===== config.mk =====
export PLATFORM = sky130hd
export DESIGN_NAME = pwmct_top
export DESIGN_NICKNAME = d
export VERILOG_FILES = /design/src/core/pwmct_pkg.sv /design/src/core/pwmct_dbuf.sv /design/src/core/pwmct_run_sync.sv /design/src/core/pwmct_top.sv
export VERILOG_INCLUDE_DIRS = /design/src /design/src/core
export SDC_FILE = /design/constraint.sdc
export NUM_CORES = 1
export LEC_CHECK = 0
export ABC_AREA = 1
export BUFFER_PORTS_ARGS = -buffer_cell sky130_fd_sc_hd__buf_2
export CORE_ASPECT_RATIO = 2
export CORE_UTILIZATION = 49
export DETAILED_ROUTE_END_ITERATION = 7
export GPL_TIMING_DRIVEN = 1
export HOLD_SLACK_MARGIN = 0.15
export PLACE_DENSITY = 0.76
export SETUP_SLACK_MARGIN = 0.5
export SYNTH_ARGS = -nofsm -noshare
export SYNTH_HDL_FRONTEND = slang
export SYNTH_SLANG_ARGS = --single-unit

===== constraint.sdc =====
create_clock -name clk -period 2.05 [get_ports clk]
set_input_delay 0.3075 -clock clk [delete_from_list [all_inputs] [get_ports clk]]
set_output_delay 0.3075 -clock clk [all_outputs]
set_load 0.05 [all_outputs]

===== src/core/pwmct_defs.svh =====
/*
 * Register offsets, field positions, reset values and bus codes of the
 * PWM channel timer. Assumes a 32-bit AXI4-Lite bus with byte offsets.
 */
`ifndef PWMCT_DEFS_SVH
`define PWMCT_DEFS_SVH

// Register byte offsets.
`define PWMCT_OFF_CTRL   8'h00
`define PWMCT_OFF_PERIOD 8'h04
`define PWMCT_OFF_DUTY   8'h08
`define PWMCT_OFF_COUNT  8'h0C
`define PWMCT_OFF_STATUS 8'h10

// Control register field positions.
`define PWMCT_CTRL_EN    0
`define PWMCT_CTRL_POL   1
`define PWMCT_CTRL_CAE   2

// Reset values.
`define PWMCT_RST_BYTE   8'h00
`define PWMCT_RST_DATA   32'h0000_0000

// Bus response codes.
`define PWMCT_RESP_OKAY   2'b00
`define PWMCT_RESP_SLVERR 2'b10

`endif


===== src/core/pwmct_pkg.sv =====
/*
 * Types of the PWM channel timer.
 * Assumes nothing beyond a SystemVerilog compiler.
 */
package pwmct_pkg;
  typedef logic [7:0] pwmct_byte_t;
  typedef enum logic [0:0] {
    PWMCT_DIR_UP   = 1'b0,
    PWMCT_DIR_DOWN = 1'b1
  } pwmct_dir_t;
endpackage


===== src/core/pwmct_dbuf.sv =====
/*
 * Double-buffered byte: a buffer that software writes and an active latch
 * that the counter compares against. Assumes clk and a synchronous reset.
 */
module pwmct_dbuf #(
  parameter int W = 8
) (
  input  wire logic         clk,
  input  wire logic         reset,
  input  wire logic         wr,
  input  wire logic [W-1:0] wdata,
  input  wire logic         load,
  output logic      [W-1:0] buf_q,
  output logic      [W-1:0] act_q
);

  // The buffer takes every software write.
  always_ff @(posedge clk) begin
    if (reset) begin
      buf_q <= '0;
    end else if (wr) begin
      buf_q <= wdata;
    end
  end

  // The latch copies the buffer on a load; a write in the same cycle wins.
  always_ff @(posedge clk) begin
    if (reset) begin
      act_q <= '0;
    end else if (load) begin
      act_q <= wr ? wdata : buf_q;
    end
  end

endmodule


===== src/core/pwmct_run_sync.sv =====
/*
 * Enable resynchroniser: the enable bit reaches the counter only on a tick of
 * the selected clock. Assumes tick is a one-cycle pulse on clk.
 */
module pwmct_run_sync (
  input  wire logic clk,
  input  wire logic reset,
  input  wire logic tick,
  input  wire logic en,
  output logic      run_q
);

  // The running state changes only at the edge of the selected clock.
  always_ff @(posedge clk) begin
    if (reset) begin
      run_q <= 1'b0;
    end else if (tick) begin
      run_q <= en;
    end
  end

endmodule


===== src/core/pwmct_top.sv =====
/*
 * PWM channel timer with an AXI4-Lite register slave: 8-bit up/down counter,
 * double-buffered period and duty, selectable start polarity and alignment.
 * Assumes tick is a one-cycle pulse on clk from the prescaler logic.
 */
// Added by the designer: the placing of the registers and the AXI4-Lite register port.
// Operation
// - Running channel buffers new period and duty
// - Disabled channel writes buffer and latch together
// - Duty sets high or low time by polarity
// - Own 8-bit up/down counter advancing per tick
// - Counter equal to duty toggles output flip-flop
// - Counter reads never disturb the channel
// - Counter write clears, counts up, loads, repolarises
// - Disabled counter holds, resumes from held value
// - Disabled with zero period clears counter next tick
// - Running counter write starts new period at once
// - Counter clears at end of effective period
// - Alignment bit selects left or center mode
// - Left mode counts up, period match restarts
// - Left mode period equals period ticks
// - Left mode high fraction follows polarity
// - Center mode direction forced up at zero
// - Center period match reverses, duty toggles again
// - Center down to zero turns up, loads
// - Center effective period twice period value
// - Polarity sets starting level of each cycle
// - Waveform starts at next selected clock cycle
`include "pwmct_defs.svh"

module pwmct_top #(
  parameter int ADDR_W = 8
) (
  input  wire logic              clk,
  input  wire logic              reset,
  input  wire logic              tick,
  input  wire logic [ADDR_W-1:0] s_axi_awaddr,
  input  wire logic              s_axi_awvalid,
  output logic                   s_axi_awready,
  input  wire logic [31:0]       s_axi_wdata,
  input  wire logic [3:0]        s_axi_wstrb,
  input  wire logic              s_axi_wvalid,
  output logic                   s_axi_wready,
  output logic [1:0]             s_axi_bresp,
  output logic                   s_axi_bvalid,
  input  wire logic              s_axi_bready,
  input  wire logic [ADDR_W-1:0] s_axi_araddr,
  input  wire logic              s_axi_arvalid,
  output logic                   s_axi_arready,
  output logic [31:0]            s_axi_rdata,
  output logic [1:0]             s_axi_rresp,
  output logic                   s_axi_rvalid,
  input  wire logic              s_axi_rready,
  output logic                   pwm_q
);
  import pwmct_pkg::*;

  logic              aw_have_q;
  logic              w_have_q;
  logic [ADDR_W-1:0] aw_addr_q;
  logic [31:0]       w_data_q;
  logic [3:0]        w_strb_q;
  logic              commit;
  logic              lane0;
  logic              hit_ctrl;
  logic              hit_per;
  logic              hit_dty;
  logic              hit_cnt;
  logic              hit_stat;
  logic              wr_ctrl;
  logic              wr_per;
  logic              wr_dty;
  logic              cnt_wr;
  logic              en_q;
  logic              pol_q;
  logic              cae_q;
  logic              run_q;
  pwmct_byte_t       per_buf;
  pwmct_byte_t       per_act;
  pwmct_byte_t       dty_buf;
  pwmct_byte_t       dty_act;
  pwmct_byte_t       cnt_q;
  pwmct_byte_t       cnt_d;
  pwmct_dir_t        dir_q;
  pwmct_dir_t        dir_d;
  logic              ff_q;
  logic              ff_d;
  logic              load_end;
  logic              load;
  logic [31:0]       rd_mux;
  logic              rd_ok;

  //////////////////////////////////////////////////////////////////////////////
  // Register bus slave.

  // Write address and data are taken in either order and held until commit.
  assign commit = aw_have_q && w_have_q && !s_axi_bvalid;
  assign lane0  = w_strb_q[0];

  // Address channel holding register.
  always_ff @(posedge clk) begin
    if (reset) begin
      aw_have_q     <= 1'b0;
      s_axi_awready <= 1'b1;
      aw_addr_q     <= '0;
    end else if (s_axi_awvalid && s_axi_awready) begin
      aw_have_q     <= 1'b1;
      s_axi_awready <= 1'b0;
      aw_addr_q     <= s_axi_awaddr;
    end else if (commit) begin
      aw_have_q     <= 1'b0;
      s_axi_awready <= 1'b1;
    end
  end

  // Data channel holding register.
  always_ff @(posedge clk) begin
    if (reset) begin
      w_have_q     <= 1'b0;
      s_axi_wready <= 1'b1;
      w_data_q     <= `PWMCT_RST_DATA;
      w_strb_q     <= 4'h0;
    end else if (s_axi_wvalid && s_axi_wready) begin
      w_have_q     <= 1'b1;
      s_axi_wready <= 1'b0;
      w_data_q     <= s_axi_wdata;
      w_strb_q     <= s_axi_wstrb;
    end else if (commit) begin
      w_have_q     <= 1'b0;
      s_axi_wready <= 1'b1;
    end
  end

  // Address decode of the held write address.
  assign hit_ctrl = aw_addr_q == ADDR_W'(`PWMCT_OFF_CTRL);
  assign hit_per  = aw_addr_q == ADDR_W'(`PWMCT_OFF_PERIOD);
  assign hit_dty  = aw_addr_q == ADDR_W'(`PWMCT_OFF_DUTY);
  assign hit_cnt  = aw_addr_q == ADDR_W'(`PWMCT_OFF_COUNT);
  assign hit_stat = aw_addr_q == ADDR_W'(`PWMCT_OFF_STATUS);
  assign wr_ctrl  = commit && hit_ctrl && lane0;
  assign wr_per   = commit && hit_per && lane0;
  assign wr_dty   = commit && hit_dty && lane0;
  assign cnt_wr   = commit && hit_cnt && lane0;

  // Write response; unmapped addresses answer SLVERR.
  always_ff @(posedge clk) begin
    if (reset) begin
      s_axi_bvalid <= 1'b0;
      s_axi_bresp  <= `PWMCT_RESP_OKAY;
    end else if (commit) begin
      s_axi_bvalid <= 1'b1;
      s_axi_bresp  <= (hit_ctrl || hit_per || hit_dty || hit_cnt || hit_stat) ?
                      `PWMCT_RESP_OKAY : `PWMCT_RESP_SLVERR;
    end else if (s_axi_bready) begin
      s_axi_bvalid <= 1'b0;
    end
  end

  // Read mux; the status word shows running state, direction and output.
  always_comb begin
    rd_mux = `PWMCT_RST_DATA;
    rd_ok  = 1'b1;
    unique case (s_axi_araddr)
      ADDR_W'(`PWMCT_OFF_CTRL):   rd_mux = {29'h0, cae_q, pol_q, en_q};
      ADDR_W'(`PWMCT_OFF_PERIOD): rd_mux = {24'h0, per_buf};
      ADDR_W'(`PWMCT_OFF_DUTY):   rd_mux = {24'h0, dty_buf};
      ADDR_W'(`PWMCT_OFF_COUNT):  rd_mux = {24'h0, cnt_q};
      ADDR_W'(`PWMCT_OFF_STATUS): rd_mux = {29'h0, pwm_q, dir_q, run_q};
      default:                    rd_ok  = 1'b0;
    endcase
  end

  always_ff @(posedge clk) begin
    if (reset) begin
      s_axi_arready <= 1'b1;
      s_axi_rvalid  <= 1'b0;
      s_axi_rdata   <= `PWMCT_RST_DATA;
      s_axi_rresp   <= `PWMCT_RESP_OKAY;
    end else if (s_axi_arvalid && s_axi_arready) begin
      s_axi_arready <= 1'b0;
      s_axi_rvalid  <= 1'b1;
      s_axi_rdata   <= rd_mux;
      s_axi_rresp   <= rd_ok ? `PWMCT_RESP_OKAY : `PWMCT_RESP_SLVERR;
    end else if (s_axi_rvalid && s_axi_rready) begin
      s_axi_arready <= 1'b1;
      s_axi_rvalid  <= 1'b0;
    end
  end

  //////////////////////////////////////////////////////////////////////////////
  // Channel control.

  // Enable, start polarity and alignment bits.
  always_ff @(posedge clk) begin
    if (reset) begin
      en_q  <= 1'b0;
      pol_q <= 1'b0;
      cae_q <= 1'b0;
    end else if (wr_ctrl) begin
      en_q  <= w_data_q[`PWMCT_CTRL_EN];
      pol_q <= w_data_q[`PWMCT_CTRL_POL];
      cae_q <= w_data_q[`PWMCT_CTRL_CAE];
    end
  end

  pwmct_run_sync u_run (
    .clk   (clk),
    .reset (reset),
    .tick  (tick),
    .en    (en_q),
    .run_q (run_q)
  );

  assign load = load_end || cnt_wr || !run_q;

  pwmct_dbuf #(.W(8)) u_per (
    .clk   (clk),
    .reset (reset),
    .wr    (wr_per),
    .wdata (w_data_q[7:0]),
    .load  (load),
    .buf_q (per_buf),
    .act_q (per_act)
  );

  pwmct_dbuf #(.W(8)) u_dty (
    .clk   (clk),
    .reset (reset),
    .wr    (wr_dty),
    .wdata (w_data_q[7:0]),
    .load  (load),
    .buf_q (dty_buf),
    .act_q (dty_act)
  );

  //////////////////////////////////////////////////////////////////////////////
  // Counter and output flip-flop.

  // Next count, direction and output state, updated on ticks and on counter writes.
  always_comb begin
    cnt_d    = cnt_q;
    dir_d    = dir_q;
    ff_d     = ff_q;
    load_end = 1'b0;
    if (cnt_wr) begin
      cnt_d = 8'h00;
      dir_d = PWMCT_DIR_UP;
      ff_d  = 1'b0;
    end else if (tick) begin
      if (!run_q) begin
        if (per_act == 8'h00) begin
          cnt_d = 8'h00;
          dir_d = PWMCT_DIR_UP;
        end
      end else if (per_act == 8'h00) begin
        cnt_d = 8'h00;
        dir_d = PWMCT_DIR_UP;
        ff_d  = 1'b0;
      end else if (!cae_q) begin
        if (cnt_q + 8'h01 == per_act) begin
          cnt_d    = 8'h00;
          dir_d    = PWMCT_DIR_UP;
          ff_d     = (dty_act == 8'h00);
          load_end = 1'b1;
        end else begin
          cnt_d = cnt_q + 8'h01;
          if (cnt_d == dty_act) begin
            ff_d = ~ff_q;
          end
        end
      end else if (dir_q == PWMCT_DIR_UP) begin
        cnt_d = cnt_q + 8'h01;
        if (cnt_d == per_act) begin
          dir_d = PWMCT_DIR_DOWN;
        end
        if (cnt_d == dty_act) begin
          ff_d = ~ff_q;
        end
      end else begin
        cnt_d = cnt_q - 8'h01;
        if (cnt_d == dty_act) begin
          ff_d = ~ff_q;
        end
        if (cnt_d == 8'h00) begin
          dir_d    = PWMCT_DIR_UP;
          load_end = 1'b1;
        end
      end
    end
  end

  always_ff @(posedge clk) begin
    if (reset) begin
      cnt_q <= `PWMCT_RST_BYTE;
      dir_q <= PWMCT_DIR_UP;
      ff_q  <= 1'b0;
    end else begin
      cnt_q <= cnt_d;
      dir_q <= dir_d;
      ff_q  <= ff_d;
    end
  end

  always_ff @(posedge clk) begin
    if (reset) begin
      pwm_q <= 1'b0;
    end else begin
      pwm_q <= ff_d ^ pol_q;
    end
  end
endmodule


Word level (Yosys, flattened, before mapping)
Cells that the tools add are included.
{"block": "totals", "ff_bits": 107, "output_inout_bits": 42}
{"block": "classes", "n_addsub": 2, "n_eq_ne": 11, "mux": 48, "bitwise": 2, "n_reduce_logical": 37}
{"op": "2-to-1 mux 8 bit", "n": 8}
{"op": "logical NOT 8 bit", "n": 5}
{"op": "case mux 8 bit (5 select lines)", "n": 1}
{"op": "2-to-1 mux 1 bit", "n": 37}
{"op": "equality test 8 x 4 -> 1 bit (second input constant)", "n": 4}
{"op": "equality test 8 bit", "n": 3}
{"op": "equality test 8 x 3 -> 1 bit (second input constant)", "n": 2}
{"op": "equality test 8 x 5 -> 1 bit (second input constant)", "n": 2}
{"op": "logical AND 1 bit", "n": 14}
{"op": "nonzero test 2 bit", "n": 5}
{"op": "adder 8 x 1 -> 8 bit (second input constant)", "n": 1}
{"op": "subtractor 8 x 1 -> 8 bit (second input constant)", "n": 1}
{"op": "logical OR 1 bit", "n": 6}
{"op": "OR reduction 5 bit", "n": 1}
{"op": "2-to-1 mux 2 bit", "n": 2}
{"op": "AND reduction 3 bit", "n": 1}
{"op": "nonzero test 3 bit", "n": 1}
{"op": "logical NOT 1 bit", "n": 2}
{"op": "AND reduction 2 bit", "n": 1}
{"op": "OR reduction 2 bit", "n": 1}
{"op": "inverter 1 bit", "n": 1}
{"op": "XOR 1 bit", "n": 1}

Depth between registers and ports, before layout
Gate-level depths: netlist (run 1).
{"block": "depth", "ltp_word": 11, "depth_mapped": 18}

Cells and area by module
From an unflattened synthesis (run 1), not the netlist that was laid out.
{"block": "unflattened", "cells_unflattened": 696, "hier_area_um2": 4563.1}
{"mod": "pwmct_top", "n_inst": 1, "cells_per_inst": 517, "area_per_inst_um2": 3196.8, "seq_area_each_um2": 960.9}
{"mod": "pwmct_dbuf", "n_inst": 2, "cells_per_inst": 86, "area_per_inst_um2": 660.6, "seq_area_each_um2": 320.3}
{"mod": "pwmct_run_sync", "n_inst": 1, "cells_per_inst": 7, "area_per_inst_um2": 45.0, "seq_area_each_um2": 20.0}

Worst setup path before layout (run 1)
Ideal clock, no wire load.
{"block": "synth_timing", "kind": "reg2reg", "from": "reg cnt_q[0]", "to": "reg u_dty.act_q[0]", "setup_time_ps": 124, "arrival_ps": 2000, "required_ps": 1926, "path_slack_ps": -73, "stages_incl_launch_ff": 13, "path_cell_list": "dfxtp_1 > inv_2 > ha_1 > clkbuf_1 > xnor2_1 > nand2_1 > nor4_1 > nand4_1 > nand2_2 > nand2_2 > nand2_4 > buf_4 > a21oi_2"}
{"block": "synth_between", "elab_chain_cells": 11, "word_cells_on_any_way": 14}
{"item": "start, declared", "line": "pwmct_top.sv:82", "source": "pwmct_byte_t cnt_q;"}
{"item": "start signal, assigned", "line": "pwmct_top.sv:294", "source": "cnt_q <= `PWMCT_RST_BYTE;"}
{"item": "start signal, assigned", "line": "pwmct_top.sv:298", "source": "cnt_q <= cnt_d;"}
{"item": "subtractor 8 x 1 -> 8 bit", "line": "pwmct_top.sv:280", "source": "cnt_d = cnt_q - 8'h01;"}
{"item": "logical NOT 8 bit", "line": "pwmct_top.sv:284", "source": "if (cnt_d == 8'h00) begin"}
{"item": "2-to-1 mux 1 bit", "line": "pwmct_top.sv:284"}
{"item": "2-to-1 mux 1 bit", "line": "pwmct_top.sv:271", "source": "end else if (dir_q == PWMCT_DIR_UP) begin"}
{"item": "2-to-1 mux 1 bit (*)", "line": "pwmct_top.sv:259", "source": "end else if (!cae_q) begin"}
{"item": "2-to-1 mux 1 bit (*)", "line": "pwmct_top.sv:255", "source": "end else if (per_act == 8'h00) begin"}
{"item": "2-to-1 mux 1 bit (*)", "line": "pwmct_top.sv:250", "source": "if (!run_q) begin"}
{"item": "2-to-1 mux 1 bit (*)", "line": "pwmct_top.sv:249", "source": "end else if (tick) begin"}
{"item": "2-to-1 mux 1 bit (*)", "line": "pwmct_top.sv:245", "source": "if (cnt_wr) begin"}
{"item": "logical OR 1 bit (*) (2 in a row)", "line": "pwmct_top.sv:214", "source": "assign load = load_end || cnt_wr || !run_q;"}
{"item": "end signal, assigned", "line": "pwmct_dbuf.sv:31", "source": "act_q <= wr ? wdata : buf_q;"}
{"item": "end, declared", "line": "pwmct_dbuf.sv:14", "source": "output logic [W-1:0] act_q"}
Every way passes the cells marked *; elsewhere a longest branch is shown, timed or not.
A chain may end at the register's enable or synchronous reset.

Worst setup path after layout (run 1)
{"block": "layout_timing", "from": "reg cnt_q[0]", "to": "reg u_dty.act_q[5]"}
Same word-level chain as after synthesis.

==> run_results.csv, run 1 <==
group,metric,value,unit
outcome,status,"finished, violations left",
outcome,violations,"setup timing",
cells_and_area,post-route-util,0.692,
global_route,track_usage,0.322,
clock_network,clkLatencyLatePin,0.34,ns
logic_synthesis,yosysTopAreaCell,"dfxtp_1",
power_and_ir_drop,power.leakage,2.63,nW
cells_and_area,num-nets-final,823,
detailed_routing,vias,4937,
sta,fmax,0.467,GHz
cells_and_area,final_cell_mix,"nand2_1, inv_1, dfxtp_1, nor2_1, buf_2",
sta,worstMarginPinSlew,0.561,ns
logic_synthesis,ys_top_cells_by_area,"dfxtp_1, nand2_1, inv_1",
floorplanning,start_util,0.509,
clock_network,cts_sinks,81,
power_and_ir_drop,p_sw,1.10,mW
clock_network,clkTransAtPathRegs,0.06,ns
cells_and_area,regArea,1640,um2
global_route,grt-ovfl-total,0,
cells_and_area,multi_input_area,2820,um2
cells_and_area,nFillCells,688,
clock_network,root_buffer,"clkbuf_16",
cells_and_area,finalInstanceArea,6030,um2
detailed_routing,via_per_inst,5.71,
logic_synthesis,synth_ff_type,"dfxtp_1",
worst_setup_path,crit_fanout,12,
worst_setup_path,path_cells,"inv_6 > buf_6 > nor2_4 > nand3_2 > nand2_4 > xor2_4 > nand4_4 > nand2_2 > nand2_2 > nand2_4 > buf_12 > o21ai_1 > a21oi_2",
sta,fin_skew,0.00942,ns
sta,rsz0062_at_grt,"true",
floorplanning,num_rows,48,
cells_and_area,final_common_cell,"nand2_1",
floorplanning,ios,102,
worst_setup_path,required,2.32,ns
floorplanning,fp.dieW,69.3,um
sta,setup_ws,-0.0923,ns
logic_synthesis,syn_inst,660,
placement,io_buffers,48,
clock_network,cts_tree,"yes",
placement,place_area,5040,um2
worst_setup_path,cp_top_family,"simple AND/OR/NAND/NOR gates",
clock_network,hold_buffers,0,
logic_synthesis,ys_seq_area_frac,0.366,
logic_synthesis,ys_types,39,
floorplanning,core_area,8710,um2
worst_setup_path,cp_slowest_cell,"dfxtp_4",
cells_and_area,syn2layout_area_growth,36.0,%
floorplanning,die_y,137,um
worst_setup_path,crit_buf_inv,3,
global_route,antenna_found_initial,0,
power_and_ir_drop,cellPowerDensity,637,nW/um2
logic_synthesis,async_flop_share,0,
placement,hpwl,10.7,mm
sta,period_minus_slack,2.14,ns
worst_setup_path,path_class,"reg2reg",
logic_synthesis,ys_warn_count,0,
power_and_ir_drop,comb_power_share,0.147,
worst_setup_path,critPathMaxStageDelay,0.39,ns
sta,finalCritPeriodShare,1.05,
detailed_routing,wire_per_inst,17.8,um
logic_synthesis,avgSynthCellArea,6.72,um2
worst_setup_path,worstPathArrival,2.42,ns
clock_network,clock_path_buffers,2,
sta,slew_headroom,0.625,
worst_setup_path,startpoint_type,"flip-flop",
power_and_ir_drop,ir_worst_vdd,0.594,mV
min_path,hp-class,"in2reg",
sta,hold_viol_final,0,
logic_synthesis,syn_area,4430,um2
logic_synthesis,synth_edf_count,0,
logic_synthesis,ys_ff_latch,81,
global_route,grt_first_pass_wirelength,23.2,mm
clock_network,cts_buffers,9,
detailed_routing,drc,0,
power_and_ir_drop,seqPwrFrac,0.438,
detailed_routing,drt-total-wl,15.4,mm
cells_and_area,drive_gt1_frac,0.342,
global_route,first_global_vias,4823,
clock_network,cts_htree_levels,3,
worst_setup_path,cp-end-kind,"flip-flop",
floorplanning,die-area,9450,um2
power_and_ir_drop,sw_frac_of_total,0.288,
global_route,grt_max_degree,43,
power_and_ir_drop,power.internal,2.73,mW
detailed_routing,final_antenna_net_count,0,
placement,place.gp.congestion,1.00,
power_and_ir_drop,clkPwrFrac,0.415,
cells_and_area,num_antenna_cells,0,
sta,slew_violations,0,
detailed_routing,drt-initial-drc-count,306,
detailed_routing,drt_first_pass_iters,5,
flow_run,max_cap_viol_count,0,
sta,setup_viol,17,
logic_synthesis,synth_top_area_share,0.366,
==> metal layers <==
metal  wire length [um]  vias to the layer above  global-route usage
li1                   -                     2294                   -
met1               4830                     2305               0.282
met2               8510                      233               0.614
met3                635                      105              0.0457
met4               1450                        0               0.295
met5                  0                        -                   0
==> cell usage after synthesis (8+ instances only) <==
master,count
nand2_1,124
inv_1,86
dfxtp_1,81
nor2_1,80
a21oi_1,54
o21ai_0,46
nand3_1,42
buf_4,28
o21ai_1,16
clkbuf_1,12
o22ai_1,11
a21oi_2,10
nand4_1,8
==> state kept, by name (all words and copies together), names as in the netlist, 8 cells and up <==
register / flops
aw_addr_q: 8
u_dty.act_q: 8
u_dty.buf_q: 8
u_per.act_q: 8
cnt_q: 8
u_per.buf_q: 8
s_axi_rdata: 8
w_data_q: 8
==> timing repair <==
action / in CTS / in global routing
gates resized for setup: 92 / 64
pin swaps: 23 / 19
endpoints found under the setup margin: 44 / 49
buffers inserted: 9 / 3
cloned: 3 / 0
==> final cells by class <==
type	instances	area share
clock buffer	11	0.0386
clock inverter	5	0.00934
inverter	89	0.0583
multi-input combinational	469	0.468
sequential	81	0.272
tap	100	0.0208
timing repair buffer	110	0.133
==> path summary, 6_finish.rpt <==
path,from,endpoint,slack (ns),cells past startpoint
max,cnt_q[0],u_dty.act_q[5],-0.09,13
min,s_axi_bready,s_axi_bvalid,0.21,4
min reg2reg,s_axi_rdata[4],s_axi_rdata[4],0.46,2
max reg2reg,cnt_q[0],u_dty.act_q[5],-0.09,13
==> stage by stage <==
| stage | std cells | total power [mW] | worst slack [ns] | hold WS (ns) | TNS (ns) |
|---|---|---|---|---|---|
| 5_1_grt | 865 | 3.95 | -0.225 | 0.235 | -3.12 |
| 3_3_place_gp | 834 | 2.18 | -0.146 | 0.449 | -2.72 |
| 3_5_place_dp | 834 | 2.20 | -0.189 | 0.456 | -3.63 |
| 4_1_cts | 862 | 3.78 | -0.0551 | 0.205 | -0.376 |
| 6_report | 865 | 3.84 | -0.0923 | 0.208 | -0.590 |
| 2_1_floorplan | 685 | 2.11 | 0.234 | 0.440 | 0 |
==> power by group through the flow <==
stage / Clock, mW / Combinational [mW] / Sequential [mW]
after floorplan: 0 / 0.373 / 1.73
after global placement: 0 / 0.478 / 1.70
after detailed placement: 0 / 0.490 / 1.71
after CTS: 1.59 / 0.515 / 1.68
after global routing: 1.66 / 0.606 / 1.68
final: 1.59 / 0.563 / 1.68
==> cells by family (layout without fill, tap and decap cells) <==
family                   Yosys count  after routing  share of synthesized area
adder cells (fa/ha/maj)            3              3                    0.00847
flip-flops                        81             81                      0.366
AO/OA/AOI/OAI                    147            147                      0.185
buffers and inverters            135            215                      0.142
AND/OR/NAND/NOR                  289            289                      0.290
other                              1             26                   0.000846
XOR/XNOR                           4              4                    0.00790
==> worst reg2reg max path, delay by kind of cell, from the launching register on <==
| kind | cells | cell delay [ns] |
|---|---|---|
| simple gates | 7 | 0.92 |
| flops | 1 | 0.39 |
| buf+inv | 3 | 0.32 |
| compound gates | 2 | 0.25 |
| xor+xnor | 1 | 0.18 |
Note: power is estimated with default switching activity, not from simulation.
==> inputs of run 2 (changes only) <==
--- a/config.mk
+++ b/config.mk
@@ -8,12 +8,15 @@
 export LEC_CHECK = 0
 export ABC_AREA = 1
 export BUFFER_PORTS_ARGS = -buffer_cell sky130_fd_sc_hd__buf_2
+export CELL_PAD_IN_SITES_DETAIL_PLACEMENT = 0
+export CELL_PAD_IN_SITES_GLOBAL_PLACEMENT = 1
 export CORE_ASPECT_RATIO = 2
-export CORE_UTILIZATION = 49
+export CORE_UTILIZATION = 35
+export CTS_BUF_LIST = sky130_fd_sc_hd__clkbuf_4 sky130_fd_sc_hd__clkbuf_8
 export DETAILED_ROUTE_END_ITERATION = 7
 export GPL_TIMING_DRIVEN = 1
 export HOLD_SLACK_MARGIN = 0.15
-export PLACE_DENSITY = 0.76
+export PLACE_DENSITY_LB_ADDON = 0.1
 export SETUP_SLACK_MARGIN = 0.5
 export SYNTH_ARGS = -nofsm -noshare
 export SYNTH_HDL_FRONTEND = slang
==> run_results.csv, run 2 (synthesis gave the netlist of run 1 again) <==
group,metric,value,unit
placement,hpwl,11.7,mm
sta,fmax,0.480,GHz
power_and_ir_drop,power.leakage,2.71,nW
global_route,grt-ovfl-total,0,
global_route,first_global_vias,4555,
clock_network,cts_sinks,81,
clock_network,root_buffer,"clkbuf_8",
sta,worstMarginPinSlew,0.871,ns
sta,setup_viol,11,
outcome,violations,"setup timing",
floorplanning,ios,102,
floorplanning,core_area,12300,um2
worst_setup_path,worstPathArrival,2.32,ns
global_route,track_usage,0.245,
worst_setup_path,crit_fanout,7,
worst_setup_path,startpoint_type,"flip-flop",
cells_and_area,fin_cells,931,
power_and_ir_drop,ir_worst_vdd,0.458,mV
cells_and_area,final_common_cell,"nand2_1",
sta,finalCritPeriodShare,1.02,
detailed_routing,wire_per_inst,16.5,um
floorplanning,die_y,161,um
placement,place_inst,895,
sta,slew_headroom,0.419,
detailed_routing,drt-total-wl,15.4,mm
cells_and_area,post-route-util,0.511,
clock_network,cts_htree_levels,3,
global_route,antenna_found_initial,0,
cells_and_area,syn2layout_area_growth,41.5,%
floorplanning,start_util,0.361,
worst_setup_path,cp_slowest_cell,"dfxtp_4",
clock_network,clkLatencyLatePin,0.36,ns
worst_setup_path,cpMostUsedCell,"nand2_1",
sta,setup_ws,-0.0344,ns
worst_setup_path,path_cells,"buf_12 > inv_6 > ha_4 > nand2_1 > nand2_1 > nand2_1 > nor4_1 > nand4_1 > nand2_4 > nand2_8 > nand2_8 > buf_6 > a21oi_1",
sta,hold_viol_final,0,
global_route,grt_first_pass_wirelength,23.4,mm
cells_and_area,final_cell_mix,"nand2_1, inv_1, dfxtp_1, nor2_1, buf_4",
clock_network,clock_path_buffers,2,
sta,tns,-0.222,ns
detailed_routing,drt-initial-drc-count,160,
cells_and_area,drive_gt1_frac,0.370,
outcome,status,"finished, violations left",
sta,period_minus_slack,2.08,ns
cells_and_area,num_antenna_cells,0,
clock_network,cts_tree,"yes",
worst_setup_path,path_class,"reg2reg",
worst_setup_path,required,2.29,ns
min_path,hp-class,"in2reg",
floorplanning,die-area,13100,um2
clock_network,cts_buffers,9,
sta,rsz0062_at_grt,"true",
global_route,grt_max_degree,24,
flow_run,max_cap_viol_count,0,
sta,whs,0.180,ns
placement,io_buffers,48,
power_and_ir_drop,cellPowerDensity,557,nW/um2
floorplanning,fp.dieW,81.6,um
sta,slew_violations,0,
detailed_routing,drt_first_pass_iters,4,
placement,place.gp.congestion,0.970,
detailed_routing,via_per_inst,5.00,
worst_setup_path,critPathMaxStageDelay,0.38,ns
cells_and_area,num-nets-final,842,
detailed_routing,final_antenna_net_count,0,
detailed_routing,vias,4655,
detailed_routing,drc,0,
floorplanning,num_rows,57,
clock_network,hold_buffers,0,
sta,fin_skew,0.0148,ns
clock_network,clkTransAtPathRegs,0.09,ns
worst_setup_path,cp-end-kind,"flip-flop",
run 2: repair_timing:
item / CTS / global route
setup buffers: 10 / 6
cloned: 4 / 0
resized for setup: 98 / 75
endpoints found under the setup margin: 46 / 51
pin swaps: 16 / 17
run 2: cell type report:
class	instances	area, um2
Fill cell	1282	5990
Multi-Input combinational cell	472	2970
Sequential cell	81	1640
Timing Repair Buffer	126	923
Inverter	89	344
Tap cell	147	184
Clock buffer	10	131
Clock inverter	6	75.1
run 2: worst max-delay path: cells and delay by family, from the launching register on:
| family | cells | cell delay [ns] |
|---|---|---|
| flip-flops | 1 | 0.38 |
| adder cells (fa/ha/maj) | 1 | 0.20 |
| AND/OR/NAND/NOR | 8 | 1.04 |
| AO/OA/AOI/OAI | 1 | 0.05 |
| buffers and inverters | 3 | 0.31 |
run 2: report_power, final:
part           total (mW)  switching, mW  internal [mW]
registers            1.67         0.0470           1.63
logic               0.586          0.412          0.174
clock network        1.24          0.642          0.594
total                3.49           1.10           2.39
run 2: path summary, 6_finish.rpt:
| kind | start | end | slack, ns | cells past startpoint |
|---|---|---|---|---|
| max | cnt_q[0] | u_per.act_q[1] | -0.03 | 13 |
| min | s_axi_bready | s_axi_bvalid | 0.18 | 4 |
| max reg2reg | cnt_q[0] | u_per.act_q[1] | -0.03 | 13 |
| min reg2reg | w_have_q | w_have_q | 0.47 | 2 |
run 2: layer usage:
| metal | track usage | part of all wire | vias to the layer above |
|---|---|---|---|
| met2 | 0.458 | 0.57 | 96 |
| met5 | 0 | 0 | - |
| met4 | 0.205 | 0.088 | 0 |
| met1 | 0.217 | 0.32 | 2167 |
| li1 | - | - | 2336 |
| met3 | 0.0339 | 0.024 | 56 |
run 2: stage by stage:
step                      power, mW  setup slack, ns  instance area [um2]
final                          3.49          -0.0344                 6270
after global routing           3.66           -0.151                 6270
after floorplan                2.11            0.234                 4630
after global placement         2.20           -0.174                 5230
after CTS                      3.48          -0.0361                 5890
after detailed placement       2.21           -0.180                 5230
==> inputs of run 3 (changes only) <==
--- a/config.mk
+++ b/config.mk
@@ -8,6 +8,7 @@
 export LEC_CHECK = 0
 export ABC_AREA = 1
 export BUFFER_PORTS_ARGS = -buffer_cell sky130_fd_sc_hd__buf_2
+export CAP_MARGIN = 20
 export CELL_PAD_IN_SITES_DETAIL_PLACEMENT = 0
 export CELL_PAD_IN_SITES_GLOBAL_PLACEMENT = 1
 export CORE_ASPECT_RATIO = 2
@@ -18,6 +19,7 @@
 export HOLD_SLACK_MARGIN = 0.15
 export PLACE_DENSITY_LB_ADDON = 0.1
 export SETUP_SLACK_MARGIN = 0.5
+export SKIP_LAST_GASP = 1
 export SYNTH_ARGS = -nofsm -noshare
 export SYNTH_HDL_FRONTEND = slang
 export SYNTH_SLANG_ARGS = --single-unit
==> run_results.csv, run 3 (synthesis gave the netlist of run 1 again) <==
group,metric,value,unit
worst_setup_path,crit_fanout,7,
clock_network,cts_tree,"yes",
power_and_ir_drop,sw_frac_of_total,0.314,
cells_and_area,drive_gt1_frac,0.352,
clock_network,cts_htree_levels,3,
floorplanning,start_util,0.361,
power_and_ir_drop,clkPwrFrac,0.353,
sta,hold_viol_final,0,
power_and_ir_drop,power.internal,2.39,mW
clock_network,clock_path_buffers,2,
sta,finalCritPeriodShare,1.03,
detailed_routing,drt-initial-drc-count,157,
detailed_routing,final_antenna_net_count,0,
placement,place_area,5230,um2
cells_and_area,final_common_cell,"nand2_1",
outcome,violations,"setup timing",
sta,fin_skew,0.0160,ns
placement,hpwl,11.7,mm
detailed_routing,drt_first_pass_iters,4,
sta,fmax,0.475,GHz
sta,slew_headroom,0.422,
floorplanning,ios,102,
placement,place.gp.congestion,0.970,
worst_setup_path,cp-end-kind,"flip-flop",
sta,setup_viol,12,
global_route,track_usage,0.245,
sta,rsz0062_at_grt,"true",
global_route,first_global_vias,4558,
detailed_routing,vias,4668,
sta,slew_violations,0,
global_route,grt_first_pass_wirelength,23.4,mm
global_route,grt-ovfl-total,0,
clock_network,root_buffer,"clkbuf_8",
power_and_ir_drop,power.leakage,2.72,nW
power_and_ir_drop,power.total,3.49,mW
flow_run,max_cap_viol_count,0,
cells_and_area,finalInstanceArea,6190,um2
floorplanning,fp.dieW,81.6,um
cells_and_area,num-nets-final,844,
detailed_routing,drt-total-wl,15.3,mm
detailed_routing,via_per_inst,5.00,
power_and_ir_drop,p_sw,1.09,mW
clock_network,clkLatencyLatePin,0.36,ns
placement,io_buffers,48,
sta,setup_ws,-0.0568,ns
worst_setup_path,required,2.29,ns
outcome,status,"finished, violations left",
power_and_ir_drop,ir_worst_vdd,0.412,mV
clock_network,clkTransAtPathRegs,0.09,ns
floorplanning,core_area,12300,um2
floorplanning,die_y,161,um
global_route,antenna_found_initial,0,
worst_setup_path,startpoint_type,"flip-flop",
sta,period_minus_slack,2.11,ns
worst_setup_path,path_class,"reg2reg",
power_and_ir_drop,comb_power_share,0.167,
min_path,hp-class,"in2reg",
cells_and_area,syn2layout_area_growth,39.7,%
global_route,grt_max_degree,24,
detailed_routing,wire_per_inst,16.4,um
cells_and_area,final_cell_mix,"nand2_1, inv_1, dfxtp_1, nor2_1, buf_4",
power_and_ir_drop,cellPowerDensity,563,nW/um2
clock_network,cts_sinks,81,
cells_and_area,num_antenna_cells,0,
sta,worstMarginPinSlew,0.866,ns
clock_network,hold_buffers,0,
clock_network,cts_buffers,9,
floorplanning,die-area,13100,um2
worst_setup_path,worstPathArrival,2.34,ns
floorplanning,num_rows,57,
detailed_routing,drc,0,
power_and_ir_drop,seqPwrFrac,0.480,
run 3: repair_timing:
| action | CTS | global route |
|---|---|---|
| buffers inserted | 10 | 7 |
| setup endpoints to repair | 46 | 51 |
| gates resized for setup | 86 | 58 |
| cloned | 4 | 1 |
| pin swaps | 15 | 12 |
run 3: layout make-up:
type | count | area, um2
clock buffers | 10 | 131
clock inverters | 6 | 75.1
fillers | 1294 | 6080
inverters | 89 | 347
multi-input cells | 472 | 2870
flip-flops and latches | 81 | 1640
well taps | 147 | 184
repair buffers | 128 | 948
run 3: path summary, 6_finish.rpt:
path | slack, ns | to | cells after the start | start
min | 0.18 | s_axi_bvalid | 4 | s_axi_bready
max | -0.06 | u_per.act_q[1] | 15 | cnt_q[0]
max reg2reg | -0.06 | u_per.act_q[1] | 15 | cnt_q[0]
min reg2reg | 0.47 | w_have_q | 2 | w_have_q
run 3: per-stage QoR:
stage	util	cells	hold slack [ns]	setup TNS [ns]	setup WS (ns)
2_1_floorplan	-	685	0.440	0	0.234
5_1_grt	0.505	933	0.195	-2.56	-0.172
4_1_cts	0.477	925	0.170	-0.284	-0.0361
3_5_place_dp	0.426	895	0.462	-2.86	-0.180
3_3_place_gp	0.426	895	0.456	-2.34	-0.174
6_report	0.505	933	0.183	-0.435	-0.0568
run 3: worst max-delay path, stage by stage (launching register included):
cell and delay [ns]:
dfxtp_4 0.39, buf_12 0.11, inv_6 0.04, ha_4 0.30
inv_4 0.04, nand2_2 0.05, nand3_2 0.07, nor2_2 0.09
nand3_2 0.10, nor2_4 0.14, nand4_4 0.12, nand2_4 0.12
nand2_8 0.12, nand2_8 0.13, buf_6 0.12, a21oi_1 0.05
run 3: layer usage:
| metal | track usage | wire length [um] | vias up |
|---|---|---|---|
| met5 | 0 | 0 | - |
| met4 | 0.215 | 1470 | 0 |
| met3 | 0.0339 | 405 | 62 |
| met2 | 0.453 | 8580 | 104 |
| met1 | 0.217 | 4880 | 2164 |
| li1 | - | - | 2338 |
run 3: power by group through the flow:
stage / Sequential, mW / Clock (mW) / Combinational, mW
after global routing: 1.68 / 1.33 / 0.633
after global placement: 1.70 / 0 / 0.500
after detailed placement: 1.71 / 0 / 0.506
final: 1.67 / 1.23 / 0.581
after floorplan: 1.73 / 0 / 0.373
after CTS: 1.67 / 1.26 / 0.544
